$ cat src/design/srop_consts.svh
// Constants for the serial ready output port: field positions and counts.
// Assumes inclusion by name from the package and the design file.
`ifndef SROP_CONSTS_SVH
`define SROP_CONSTS_SVH
`define SROP_CMD_BITS      8
`define SROP_CMD_WEN       7
`define SROP_CMD_RNW       6
`define SROP_CMD_RS_HI     5
`define SROP_CMD_RS_LO     3
`define SROP_CMD_CONT      2
`define SROP_RESET_ONES    32
`define SROP_DATA_REG_SEL  3'h3
`define SROP_STAT_REG_SEL  3'h0
`define SROP_FIFO_DEPTH    8
`endif

$ cat src/design/srop_pkg.sv
// Types for the serial ready output port.
// Assumes srop_consts.svh is on the include path.
`include "srop_consts.svh"
package srop_pkg;
   typedef enum logic [1:0] {
      SROP_CMD  = 2'b00,
      SROP_RD   = 2'b01,
      SROP_WR   = 2'b10
   } srop_state_t;
   typedef struct packed {
      logic [2:0]  sel;
      logic [23:0] data;
   } srop_wr_t;
endpackage

$ cat src/design/srop_port.sv
// Serial port with combined data-out / ready pin, FIFO of register writes.
// Assumes serial pins are asynchronous; register file lives outside.
//
// Overview of operation
// - Ready pin goes low when a conversion finishes.
// - An unread result lets the pin return high before the next update.
// - Output bits change on the serial clock falling edge, host samples on rising.
// - The pin is released whenever chip select is high.
// - A ready status bit tracks completion regardless of chip select.
// - The output shift register loads from whichever register is read.
// - Input bits shift in and go to the register chosen by the select field.
// - A transaction starts with a command byte and returns to that wait; a continuous read stays in the read state.
// - Thirty-two consecutive ones on data-in reset the command state and continuous read; queued writes are kept.
// - Command byte is MSB first with write-enable, direction, select, continuous bits.
// - A leading one holds the command at its first bit until a zero arrives.
`timescale 1ns/1ns
`include "srop_consts.svh"
module srop_fifo #(
   parameter int WIDTH = 27,
   parameter int DEPTH = `SROP_FIFO_DEPTH
) (
   // Clock and reset
   input  wire logic             clock,
   input  wire logic             sys_rst,
   // Fill side
   input  wire logic             inValid,
   output logic                  inReady,
   input  wire logic [WIDTH-1:0] inData,
   // Drain side
   output logic                  outValid,
   input  wire logic             outReady,
   output logic [WIDTH-1:0]      outData
);
   localparam int AW = $clog2(DEPTH);
   logic [WIDTH-1:0] mem [DEPTH];
   logic [AW:0]      wrPtr_q, wrPtr_d, rdPtr_q, rdPtr_d;
   logic             push, pop;
   // Full when pointers differ only in the wrap bit
   assign inReady  = (wrPtr_q ^ rdPtr_q) != {1'b1, {AW{1'b0}}};
   assign outValid = wrPtr_q != rdPtr_q;
   assign outData  = mem[rdPtr_q[AW-1:0]];
   assign push     = inValid && inReady;
   assign pop      = outValid && outReady;
   // Pointer next values
   always_comb begin
      wrPtr_d = push ? wrPtr_q + 1'b1 : wrPtr_q;
      rdPtr_d = pop ? rdPtr_q + 1'b1 : rdPtr_q;
   end
   // Pointer and storage registers
   always_ff @(posedge clock) begin
      if (sys_rst) begin
         wrPtr_q <= '0;
         rdPtr_q <= '0;
      end else begin
         wrPtr_q <= wrPtr_d;
         rdPtr_q <= rdPtr_d;
      end
      if (push) begin
         mem[wrPtr_q[AW-1:0]] <= inData;
      end
   end
endmodule

////////////////////////////////////////////////////////////////////////////
module srop_port
   import srop_pkg::*;
#(
   parameter int DATA_BITS = 24
) (
   // Clock and reset
   input  wire logic        clock,
   input  wire logic        sys_rst,
   // Serial pins
   input  wire logic        csN,
   input  wire logic        sclk,
   input  wire logic        din,
   output logic             doutRdyOut,
   output logic             doutRdyOe,
   // Converter side
   input  wire logic        convDone,
   input  wire logic        updateSoon,
   input  wire logic [23:0] convData,
   // Read source: register value for the selected address
   output logic [2:0]       readSel,
   input  wire logic [23:0] readData,
   input  wire logic [4:0]  readLen,
   // Register write stream
   output logic             wrValid,
   input  wire logic        wrReady,
   output logic [2:0]       wrSel,
   output logic [23:0]      wrData,
   input  wire logic [4:0]  wrLen,
   // Status
   output logic             rdyStatus,
   output logic             continuousReadout,
   output logic             portReset
);
   srop_state_t state_q, state_d;
   logic [2:0]  csS_q, sclkS_q, dinS_q;
   logic        sclkRise, sclkFall, csHigh, dinB;
   logic [6:0]  cmd_q, cmd_d;
   logic [2:0]  cmdCnt_q, cmdCnt_d;
   logic        cmdGo_q, cmdGo_d;
   logic [2:0]  register_select_field_q, register_select_field_d;
   logic        contRd_q, contRd_d;
   logic [23:0] shOut_q, shOut_d, shIn_q, shIn_d;
   logic [4:0]  bitCnt_q, bitCnt_d;
   logic [5:0]  ones_q, ones_d;
   logic        rdy_q, rdy_d, out_q, out_d, oe_q, oe_d;
   logic        push, fifoReady, rst_q, rst_d, resetHit;
   srop_wr_t    fifoIn, fifoOut;
   logic        fifoValid, fifoPop;
   logic [7:0]  cmdByte;
   logic [23:0] outWord;

   // Three-stage synchronisers; only stage two onward feeds logic
   always_ff @(posedge clock) begin
      if (sys_rst) begin
         csS_q   <= 3'h7;
         sclkS_q <= 3'h7;
         dinS_q  <= 3'h0;
      end else begin
         csS_q   <= {csS_q[1:0], csN};
         sclkS_q <= {sclkS_q[1:0], sclk};
         dinS_q  <= {dinS_q[1:0], din};
      end
   end
   assign sclkRise = sclkS_q[1] && !sclkS_q[2];
   assign sclkFall = !sclkS_q[1] && sclkS_q[2];
   assign csHigh   = csS_q[1];
   assign dinB     = dinS_q[1];
   assign resetHit = sclkRise && !csHigh && dinB
                     && ones_q == 6'(`SROP_RESET_ONES - 1);
   // Command byte on its last bit, and the word that the next fall shifts
   assign cmdByte  = {1'b0, cmd_q[5:0], dinB};
   assign outWord  = bitCnt_q != 5'h0 ? shOut_q :
                     register_select_field_q == `SROP_DATA_REG_SEL ?
                     convData : readData;

   // Serial engine next values
   always_comb begin
      state_d  = state_q;
      cmd_d    = cmd_q;
      cmdCnt_d = cmdCnt_q;
      cmdGo_d  = cmdGo_q;
      register_select_field_d = register_select_field_q;
      contRd_d = contRd_q;
      shOut_d  = shOut_q;
      shIn_d   = shIn_q;
      bitCnt_d = bitCnt_q;
      ones_d   = ones_q;
      rdy_d    = rdy_q;
      out_d    = out_q;
      push     = 1'b0;
      rst_d    = 1'b0;
      // Completion drops ready; a pending update with no read raises it
      if (convDone) begin
         rdy_d = 1'b0;
      end else if (updateSoon && rdy_q == 1'b0) begin
         rdy_d = 1'b1;
      end
      if (sclkRise && !csHigh) begin
         ones_d = dinB ? ones_q + 6'h01 : 6'h00;
      end
      case (state_q)
         SROP_CMD: begin
            if (sclkRise && !csHigh) begin
               if (!cmdGo_q) begin
                  cmdGo_d = !dinB;
               end else begin
                  cmd_d    = {cmd_q[5:0], dinB};
                  cmdCnt_d = cmdCnt_q + 3'h1;
                  if (cmdCnt_q == 3'h6) begin
                     cmdGo_d  = 1'b0;
                     cmdCnt_d = 3'h0;
                     register_select_field_d =
                        cmdByte[`SROP_CMD_RS_HI:`SROP_CMD_RS_LO];
                     contRd_d = cmdByte[`SROP_CMD_CONT] &&
                        register_select_field_d == `SROP_DATA_REG_SEL;
                     bitCnt_d = 5'h0;
                     shIn_d   = 24'h000000;
                     state_d  = cmdByte[`SROP_CMD_RNW] ? SROP_RD : SROP_WR;
                  end
               end
            end
         end
         SROP_RD: begin
            // Source is taken on the first fall, when readSel has settled;
            // the last bit stands until the host's sampling rise
            if (sclkFall && !csHigh && bitCnt_q != readLen) begin
               out_d    = outWord[readLen - 5'h1];
               shOut_d  = {outWord[22:0], 1'b0};
               bitCnt_d = bitCnt_q + 5'h1;
            end
            if (sclkRise && !csHigh && bitCnt_q == readLen) begin
               state_d  = contRd_q ? SROP_RD : SROP_CMD;
               bitCnt_d = 5'h0;
            end
            if (contRd_q && sclkRise && !csHigh) begin
               cmd_d = {cmd_q[5:0], dinB};
            end
         end
         SROP_WR: begin
            // A word that meets a full FIFO is dropped; the frame still ends
            if (sclkRise && !csHigh) begin
               shIn_d   = {shIn_q[22:0], dinB};
               bitCnt_d = bitCnt_q + 5'h1;
               if (bitCnt_q == wrLen - 5'h1) begin
                  push    = fifoReady;
                  state_d = SROP_CMD;
               end
            end
         end
         default: state_d = SROP_CMD;
      endcase
      if (resetHit) begin
         state_d  = SROP_CMD;
         cmdGo_d  = 1'b0;
         cmdCnt_d = 3'h0;
         contRd_d = 1'b0;
         ones_d   = 6'h00;
         rst_d    = 1'b1;
      end
   end
   assign fifoIn = '{sel: register_select_field_q, data: shIn_d};

   // Pin drive: ready level when idle, data bit when reading
   always_comb begin
      oe_d = !csHigh;
   end

   // Serial engine registers
   always_ff @(posedge clock) begin
      if (sys_rst) begin
         state_q  <= SROP_CMD;
         cmd_q    <= 7'h00;
         cmdCnt_q <= 3'h0;
         cmdGo_q  <= 1'b0;
         register_select_field_q <= 3'h0;
         contRd_q <= 1'b0;
         shOut_q  <= 24'h000000;
         shIn_q   <= 24'h000000;
         bitCnt_q <= 5'h00;
         ones_q   <= 6'h00;
         rdy_q    <= 1'b1;
         out_q    <= 1'b1;
         oe_q     <= 1'b0;
         rst_q    <= 1'b0;
      end else begin
         state_q  <= state_d;
         cmd_q    <= cmd_d;
         cmdCnt_q <= cmdCnt_d;
         cmdGo_q  <= cmdGo_d;
         register_select_field_q <= register_select_field_d;
         contRd_q <= contRd_d;
         shOut_q  <= shOut_d;
         shIn_q   <= shIn_d;
         bitCnt_q <= bitCnt_d;
         ones_q   <= ones_d;
         rdy_q    <= rdy_d;
         out_q    <= (state_d == SROP_RD) ? out_d : rdy_d;
         oe_q     <= oe_d;
         rst_q    <= rst_d;
      end
   end

   srop_fifo #(.WIDTH(27), .DEPTH(`SROP_FIFO_DEPTH)) wrFifo (
      .clock    (clock),
      .sys_rst  (sys_rst),
      .inValid  (push),
      .inReady  (fifoReady),
      .inData   (fifoIn),
      .outValid (fifoValid),
      .outReady (fifoPop),
      .outData  (fifoOut)
   );

   // Output stage refills when empty or taken, so no word is skipped
   assign fifoPop = fifoValid && (!wrValid || wrReady);
   // Registered outputs
   always_ff @(posedge clock) begin
      if (sys_rst) begin
         wrValid <= 1'b0;
         wrSel   <= 3'h0;
         wrData  <= 24'h000000;
         readSel <= 3'h0;
      end else begin
         readSel <= register_select_field_d;
         if (fifoPop) begin
            wrValid <= 1'b1;
            wrSel   <= fifoOut.sel;
            wrData  <= fifoOut.data;
         end else if (wrReady) begin
            wrValid <= 1'b0;
         end
      end
   end
   assign doutRdyOut        = out_q;
   assign doutRdyOe         = oe_q;
   assign rdyStatus         = rdy_q;
   assign continuousReadout = contRd_q;
   assign portReset         = rst_q;
endmodule

$ cat config.mk
export PLATFORM = sky130hd
export DESIGN_NAME = srop_port
export DESIGN_NICKNAME = d
export VERILOG_FILES = /design/src/design/srop_pkg.sv /design/src/design/srop_port.sv
export VERILOG_INCLUDE_DIRS = /design/src /design/src/design
export SDC_FILE = /design/constraint.sdc
export NUM_CORES = 1
export LEC_CHECK = 0
export BUFFER_PORTS_ARGS = -buffer_cell sky130_fd_sc_hd__buf_4
export CAP_MARGIN = 10
export CORE_ASPECT_RATIO = 0.5
export CORE_MARGIN = 4
export CORE_UTILIZATION = 65
export CTS_CLUSTER_SIZE = 40
export DETAILED_ROUTE_END_ITERATION = 6
export PLACE_DENSITY = 0.85
export SLEW_MARGIN = 40
export SYNTH_ARGS = -nofsm -noshare
export SYNTH_HDL_FRONTEND = slang
export SYNTH_SLANG_ARGS = --single-unit
$ cat constraint.sdc
create_clock -name clock -period 9.3 [get_ports clock]
set_clock_uncertainty 0.05 [all_clocks]
set_input_delay 1.86 -clock clock [delete_from_list [all_inputs] [get_ports clock]]
set_output_delay 1.86 -clock clock [all_outputs]
set_load 0.005 [all_outputs]
==> results of run 1 <==
-- worst paths after layout --
kind,start,endpoint,slack (ps),depth (start not counted)
hold reg to reg,sclkS_q[0],sclkS_q[1],370,1
setup reg to reg,csS_q[1],wrFifo.mem[1][21],5710,7
setup / recovery,wrLen[0],wrFifo.mem[1][21],5100,10
hold / removal,sclkS_q[0],sclkS_q[1],370,1
-- cells in the final DEF (no fill, tap or decap), types with 5 or more instances in the layout --
master,count
dfxtp_1,118
nor3_1,12
edfxtp_1,216
o21ai_0,13
nor2b_1,7
clkbuf_16,28
a211oi_1,32
nor2_1,112
a211oi_2,5
nor4_1,6
a22o_1,23
nand2_1,61
mux4_2,54
or2_2,6
nand3_1,9
and2_1,25
and4b_1,6
buf_4,111
inv_1,14
nand2b_1,7
ha_1,11
xnor2_1,9
xor2_1,13
a311oi_1,34
a21oi_1,41
mux2i_1,46
-- cells in the mapped netlist (7+ instances only) --
cell / count
dfxtp_1: 121
o21ai_0: 13
clkbuf_1: 41
nand2b_1: 7
edfxtp_1: 216
a21oi_1: 41
mux2i_1: 46
inv_1: 15
buf_2: 16
nand3_1: 9
a211oi_1: 32
nor2_1: 118
nor3_1: 14
a22o_1: 23
and2_1: 25
ha_1: 11
nand2_1: 62
a311oi_1: 34
mux4_2: 54
xnor2_1: 9
xor2_1: 13
nor2b_1: 7
-- layer usage --
layer  share of wire, %  track usage (%)  routed length, um
met1                 40             35.3              12400
met2                 50             42.3              15100
met3                7.7             4.34               2360
met4                2.2             6.35                676
met5                  0                0                  0
-- where the power goes --
group	total (W)	internal [W]	switching, W
clock	0.00122	0.000680	0.000543
sequential	0.00161	0.00159	0.0000221
combinational	0.000197	0.000104	0.0000935
total	0.00303	0.00238	0.000658
-- layout make-up --
type	count	area (um^2)	area share (%)
clock inverters	20	230	1.44
clock buffers	32	726	4.55
well taps	273	342	2.14
inverters	15	56.3	0.353
flip-flops and latches	337	8910	55.9
repair buffers	115	915	5.73
multi-input cells	598	4780	29.9
-- through the flow --
stage | setup slack (ps) | util (%) | instance area, um^2 | instances | total power, W
after floorplan | 3730 | - | 14000 | 1015 | 0.00176
after global placement | 4600 | 71.6 | 14900 | 1335 | 0.00183
after detailed placement | 4650 | 72.0 | 15000 | 1338 | 0.00184
after CTS | 5160 | 76.6 | 16000 | 1390 | 0.00305
after global routing | 4930 | 76.6 | 16000 | 1390 | 0.00314
final | 5100 | 76.6 | 16000 | 1390 | 0.00303
-- logic make-up after synthesis --
kind of cell    after synthesis
buf+inv                      80
compound gates              179
xor+xnor                     22
simple gates                285
fa+ha+maj                    11
mux                         101
flops                       337
-- state kept, by name, summed over array words and instances, names as in the netlist --
register and cells:
wrValid 1, portReset 1, shIn_q 24, shOut_q 23, cmdCnt_q 3, cmd_q 6
wrFifo.wrPtr_q 4, csS_q 2, doutRdyOe 1, sclkS_q 3, wrSel 3, wrFifo.rdPtr_q 4
bitCnt_q 5, ones_q 6, doutRdyOut 1, wrFifo.mem 216, readSel 3, continuousReadout 1
cmdGo_q 1, state_q 2, dinS_q 2, rdyStatus 1, wrData 24
==> results.cfg, run 1 <==
[status]
status = finished, final reports clean

[timing]
fmax_mhz = 238
max_slew_margin_pct = 50.5
slew_viol_final = 0
rsz0062_at_grt = no
hold_viol = 0
tns_ps = 0
worstMarginPinSlew_ps = 743
fin_crit_sh_pct = 45.2
min_period_ps = 4200
hold_slack_ps = 369
setup_viol = 0

[critical_path]
crit_fanout = 15
worst_path_largest_cell_delay_ps = 570
critical_path.cell_chain = buf_4, inv_1, ha_1, nand2b_1, a21boi_0, o311ai_1, nor2_1, or2b_1, nor2_4, buf_16
crit_type = input port to flop
cp_num_buf_inv = 3
cp.required_ps = 9500
crit_arrival_ps = 4400
worstSetupStartpointType = input port
slowest_stage = nor2_4
end_kind = flop
crit_family = simple AND/OR/NAND/NOR gates

[synth]
synth_nets = 1092
synth_cells = 1015
synth_top_family_by_area = multiplexers
synth-xor-area-share_pct = 1.38
synth_seq_cells = 337
synth_edf_count = 216
syn_area_um2 = 14000
synthMuxAreaShare_pct = 12.1
yosysWarnings = 0
seq_area_frac_synth_pct = 63.8
async_flop_share_pct = 0
synth_compound_area_share_pct = 9.43
ys_top_cells_by_area = edfxtp_1 (46%), dfxtp_1 (17%), mux4_2 (8.7%)
synthFlopType = edfxtp_1
synth_largest_area_cell = edfxtp_1
post_synth.cell_area_avg_um2 = 13.8
synth_cell_types = 62
yosys.area_share.adder_pct = 0.985
synth-simple-area-share_pct = 9.93
synth_top_area_share_pct = 46.4

[pwr]
p_per_area_nw_per_um2 = 190
p_leak_nw = 5.63
peakVddDrop_mv = 0.130

[cts]
holdBufCountCts = 0
ctsResizeCount = 0
post_cts_buffers = 0
cts_tree = built
clk_latency_ps = 550
cts_root_buffer = clkbuf_16
clock-sinks = 337
cts_buffer_depth = 3
clkSlewWorstSetupHoldPaths_ps = 70
cts_buffers = 28
h-tree-depth = 1

[drt]
drtIter0Drc = 884
post_drt_wl_per_cell_um = 22.0
vias = 8944
drc = 0
dr.pass1.iters = 5
vias_per_cell = 6.43
wirelength_um = 30500
ant_nets = 0

[die]
dieArea_um2 = 24000
die_x_um = 215
rows = 37
ioPinCount = 102
start_util_pct = 67.0
die_h_um = 112
core-area_um2 = 20800

[global_route]
overflow = 0
antenna_found_initial = 0
grt_max_degree = 85
grt_pass1_vias = 8911
grt_first_pass_wirelength_um = 48500
grt_use_total_pct = 25.3

[final_layout]
drive_above_1_share_pct = 21.9
fillerInstances = 1194
syn_to_final_growth_pct = 14.3
n_antenna_cell = 0
final_net_count = 1172

[placement]
gp_congestion = 0.917
post-dp-hpwl_um = 18000
portBuffers = 101

[flow_run]
drv_cap = 0

[worst_hold_path]
hold_path_class = flop to flop
(Power assumes the default switching activity.)
==> run 2: changes to the inputs <==
CORE_UTILIZATION = 54   (was 65)
PLACE_DENSITY = 0.76   (was 0.85)
clock period = 3.6 ns   (was 9.3 ns; I/O delays follow)
==> run 2 against run 1 <==
Clock power rose by 150%. Critical path depth down 1. Die area rose by 19%. Routed wire length fell by 3.2%. Global-route usage decreased by 4.5 points. Via count down 2.2%. Sequential share of layout area fell by 0.65 points. Sequential power rose to 2.6 times the previous value. Final cell count grew 5.8%. Count of clock-buffer cells in the layout up 5.
==> results.cfg, run 2 (synthesized netlist as in run 1, its figures left out) <==
[critical_path]
worstSetupStartpointType = flop
critical_path.cell_chain = inv_1, ha_1, or4b_1, a211oi_2, o41ai_1, nor4_1, nor4_1, nor4_1, o211ai_1
crit_family = simple AND/OR/NAND/NOR gates
rrSetupSlack_ps = 610
end_kind = flop
cp_num_buf_inv = 1
r2r_start = bitCnt_q[0]
r2r-end = doutRdyOut
cp.required_ps = 3940
crit_type = flop to flop
rr_worst_depth = 9
crit_fanout = 7
crit_top_cell = nor4_1
crit_arrival_ps = 3330
slowest_stage = or4b_1
worst_path_largest_cell_delay_ps = 680

[timing]
worstMarginPinSlew_ps = 733
tns_ps = 0
slew_viol_final = 0
hold_slack_ps = 305
min_period_ps = 2990
hold_viol = 0
rsz0062_at_grt = no
fmax_mhz = 335
setup_viol = 0
fin_crit_sh_pct = 83.0
max_slew_margin_pct = 51.1
setup_slack_ps = 612

[worst_hold_path]
holdPathEnd = sclkS_q[0]
worstHoldStart = sclk
hold_path_depth = 2
hold_path_class = input port to flop

[drt]
post_drt_wl_per_cell_um = 20.1
vias_per_cell = 5.94
vias = 8743
dr.pass1.iters = 5
drtIter0Drc = 778
wirelength_um = 29600
drc = 0
ant_nets = 0

[final_layout]
final_area_um2 = 16100
syn_to_final_growth_pct = 15.6
multi_input_area_um2 = 4780
drive_above_1_share_pct = 22.6
final_cell_mix = edfxtp_1 (216), dfxtp_1 (118), buf_4 (117), nor2_1 (112), nand2_1 (62)
ff_latch_area_um2 = 8910
final_net_count = 1182
finalCoreUtilization_pct = 63.7
layout_commonest_cell = edfxtp_1
n_antenna_cell = 0
largest_reg_flops = 216
fillerInstances = 1828

[global_route]
grt_first_pass_wirelength_um = 47800
antenna_found_initial = 0
grt_max_degree = 59
overflow = 0
grt_pass1_vias = 8817
grt_use_total_pct = 20.8

[die]
die_x_um = 235
start_util_pct = 55.1
rows = 41
dieArea_um2 = 28700
core-area_um2 = 25300
ioPinCount = 102
die_h_um = 122

[placement]
postPlaceCellArea_um2 = 15200
dpl_worst_slack_ps = 248
gp_congestion = 0.960
post-dp-hpwl_um = 17900
portBuffers = 101

[cts]
clkSlewWorstSetupHoldPaths_ps = 60
cts_buffer_depth = 3
h-tree-depth = 1
holdBufCountCts = 0
cts_tree = built
cts_buffers = 28
post_cts_buffers = 0
ctsResizeCount = 0
cts_root_buffer = clkbuf_16
clk_latency_ps = 550
clock-sinks = 337

[status]
status = finished, final reports clean

[pwr]
power.share.clock_pct = 39.7
p_per_area_nw_per_um2 = 475
p_comb_share_pct = 6.1
sw_frac_of_total_pct = 21.2
p_leak_nw = 5.56
p_sw_w = 0.00163
p_int_w = 0.00604
p_seq_share_pct = 54.2
peakVddDrop_mv = 0.316

[flow_run]
drv_cap = 0
[run 2: layer usage]
metal / wire length (um) / up-vias / global-route usage (%)
li1: - / 4060 / -
met1: 13100 / 4336 / 29.1
met2: 14300 / 301 / 34.7
met3: 1610 / 46 / 3.57
met4: 562 / 0 / 4.91
met5: 0 / - / 0
[run 2: area by class of cell]
class                      instances  area share (%)
inverter                          15           0.349
clock inverter                    15           0.907
sequential                       337            55.2
multi-input combinational        598            29.6
tap                              344            2.67
clock buffer                      37            4.86
timing repair buffer             125            6.43
[run 2: worst max path at each step]
stage | start | endpoint | slack (ps) | cells after the start
after global placement | wrLen[0] | wrFifo.mem[0][13] | 430 | 10
after detailed placement | wrLen[0] | wrFifo.mem[2][10] | 250 | 10
after global routing | bitCnt_q[0] | doutRdyOut | 520 | 9
after floorplan | wrLen[0] | wrFifo.mem[1][0] | -100 | 8
final | bitCnt_q[0] | doutRdyOut | 610 | 9
after CTS | bitCnt_q[0] | doutRdyOut | 660 | 9
[run 2: through the flow]
step | instances | total power, W
after CTS | 1471 | 0.00772
after global placement | 1419 | 0.00470
after detailed placement | 1419 | 0.00471
after global routing | 1471 | 0.00795
final | 1471 | 0.00766
after floorplan | 1015 | 0.00451
[run 2: power groups by stage]
stage | sequential [W] | combinational (W) | clock (W)
6_report | 0.00416 | 0.000466 | 0.00304
3_5_place_dp | 0.00424 | 0.000468 | 0
2_1_floorplan | 0.00423 | 0.000285 | 0
3_3_place_gp | 0.00424 | 0.000458 | 0
4_1_cts | 0.00416 | 0.000473 | 0.00309
5_1_grt | 0.00416 | 0.000517 | 0.00327
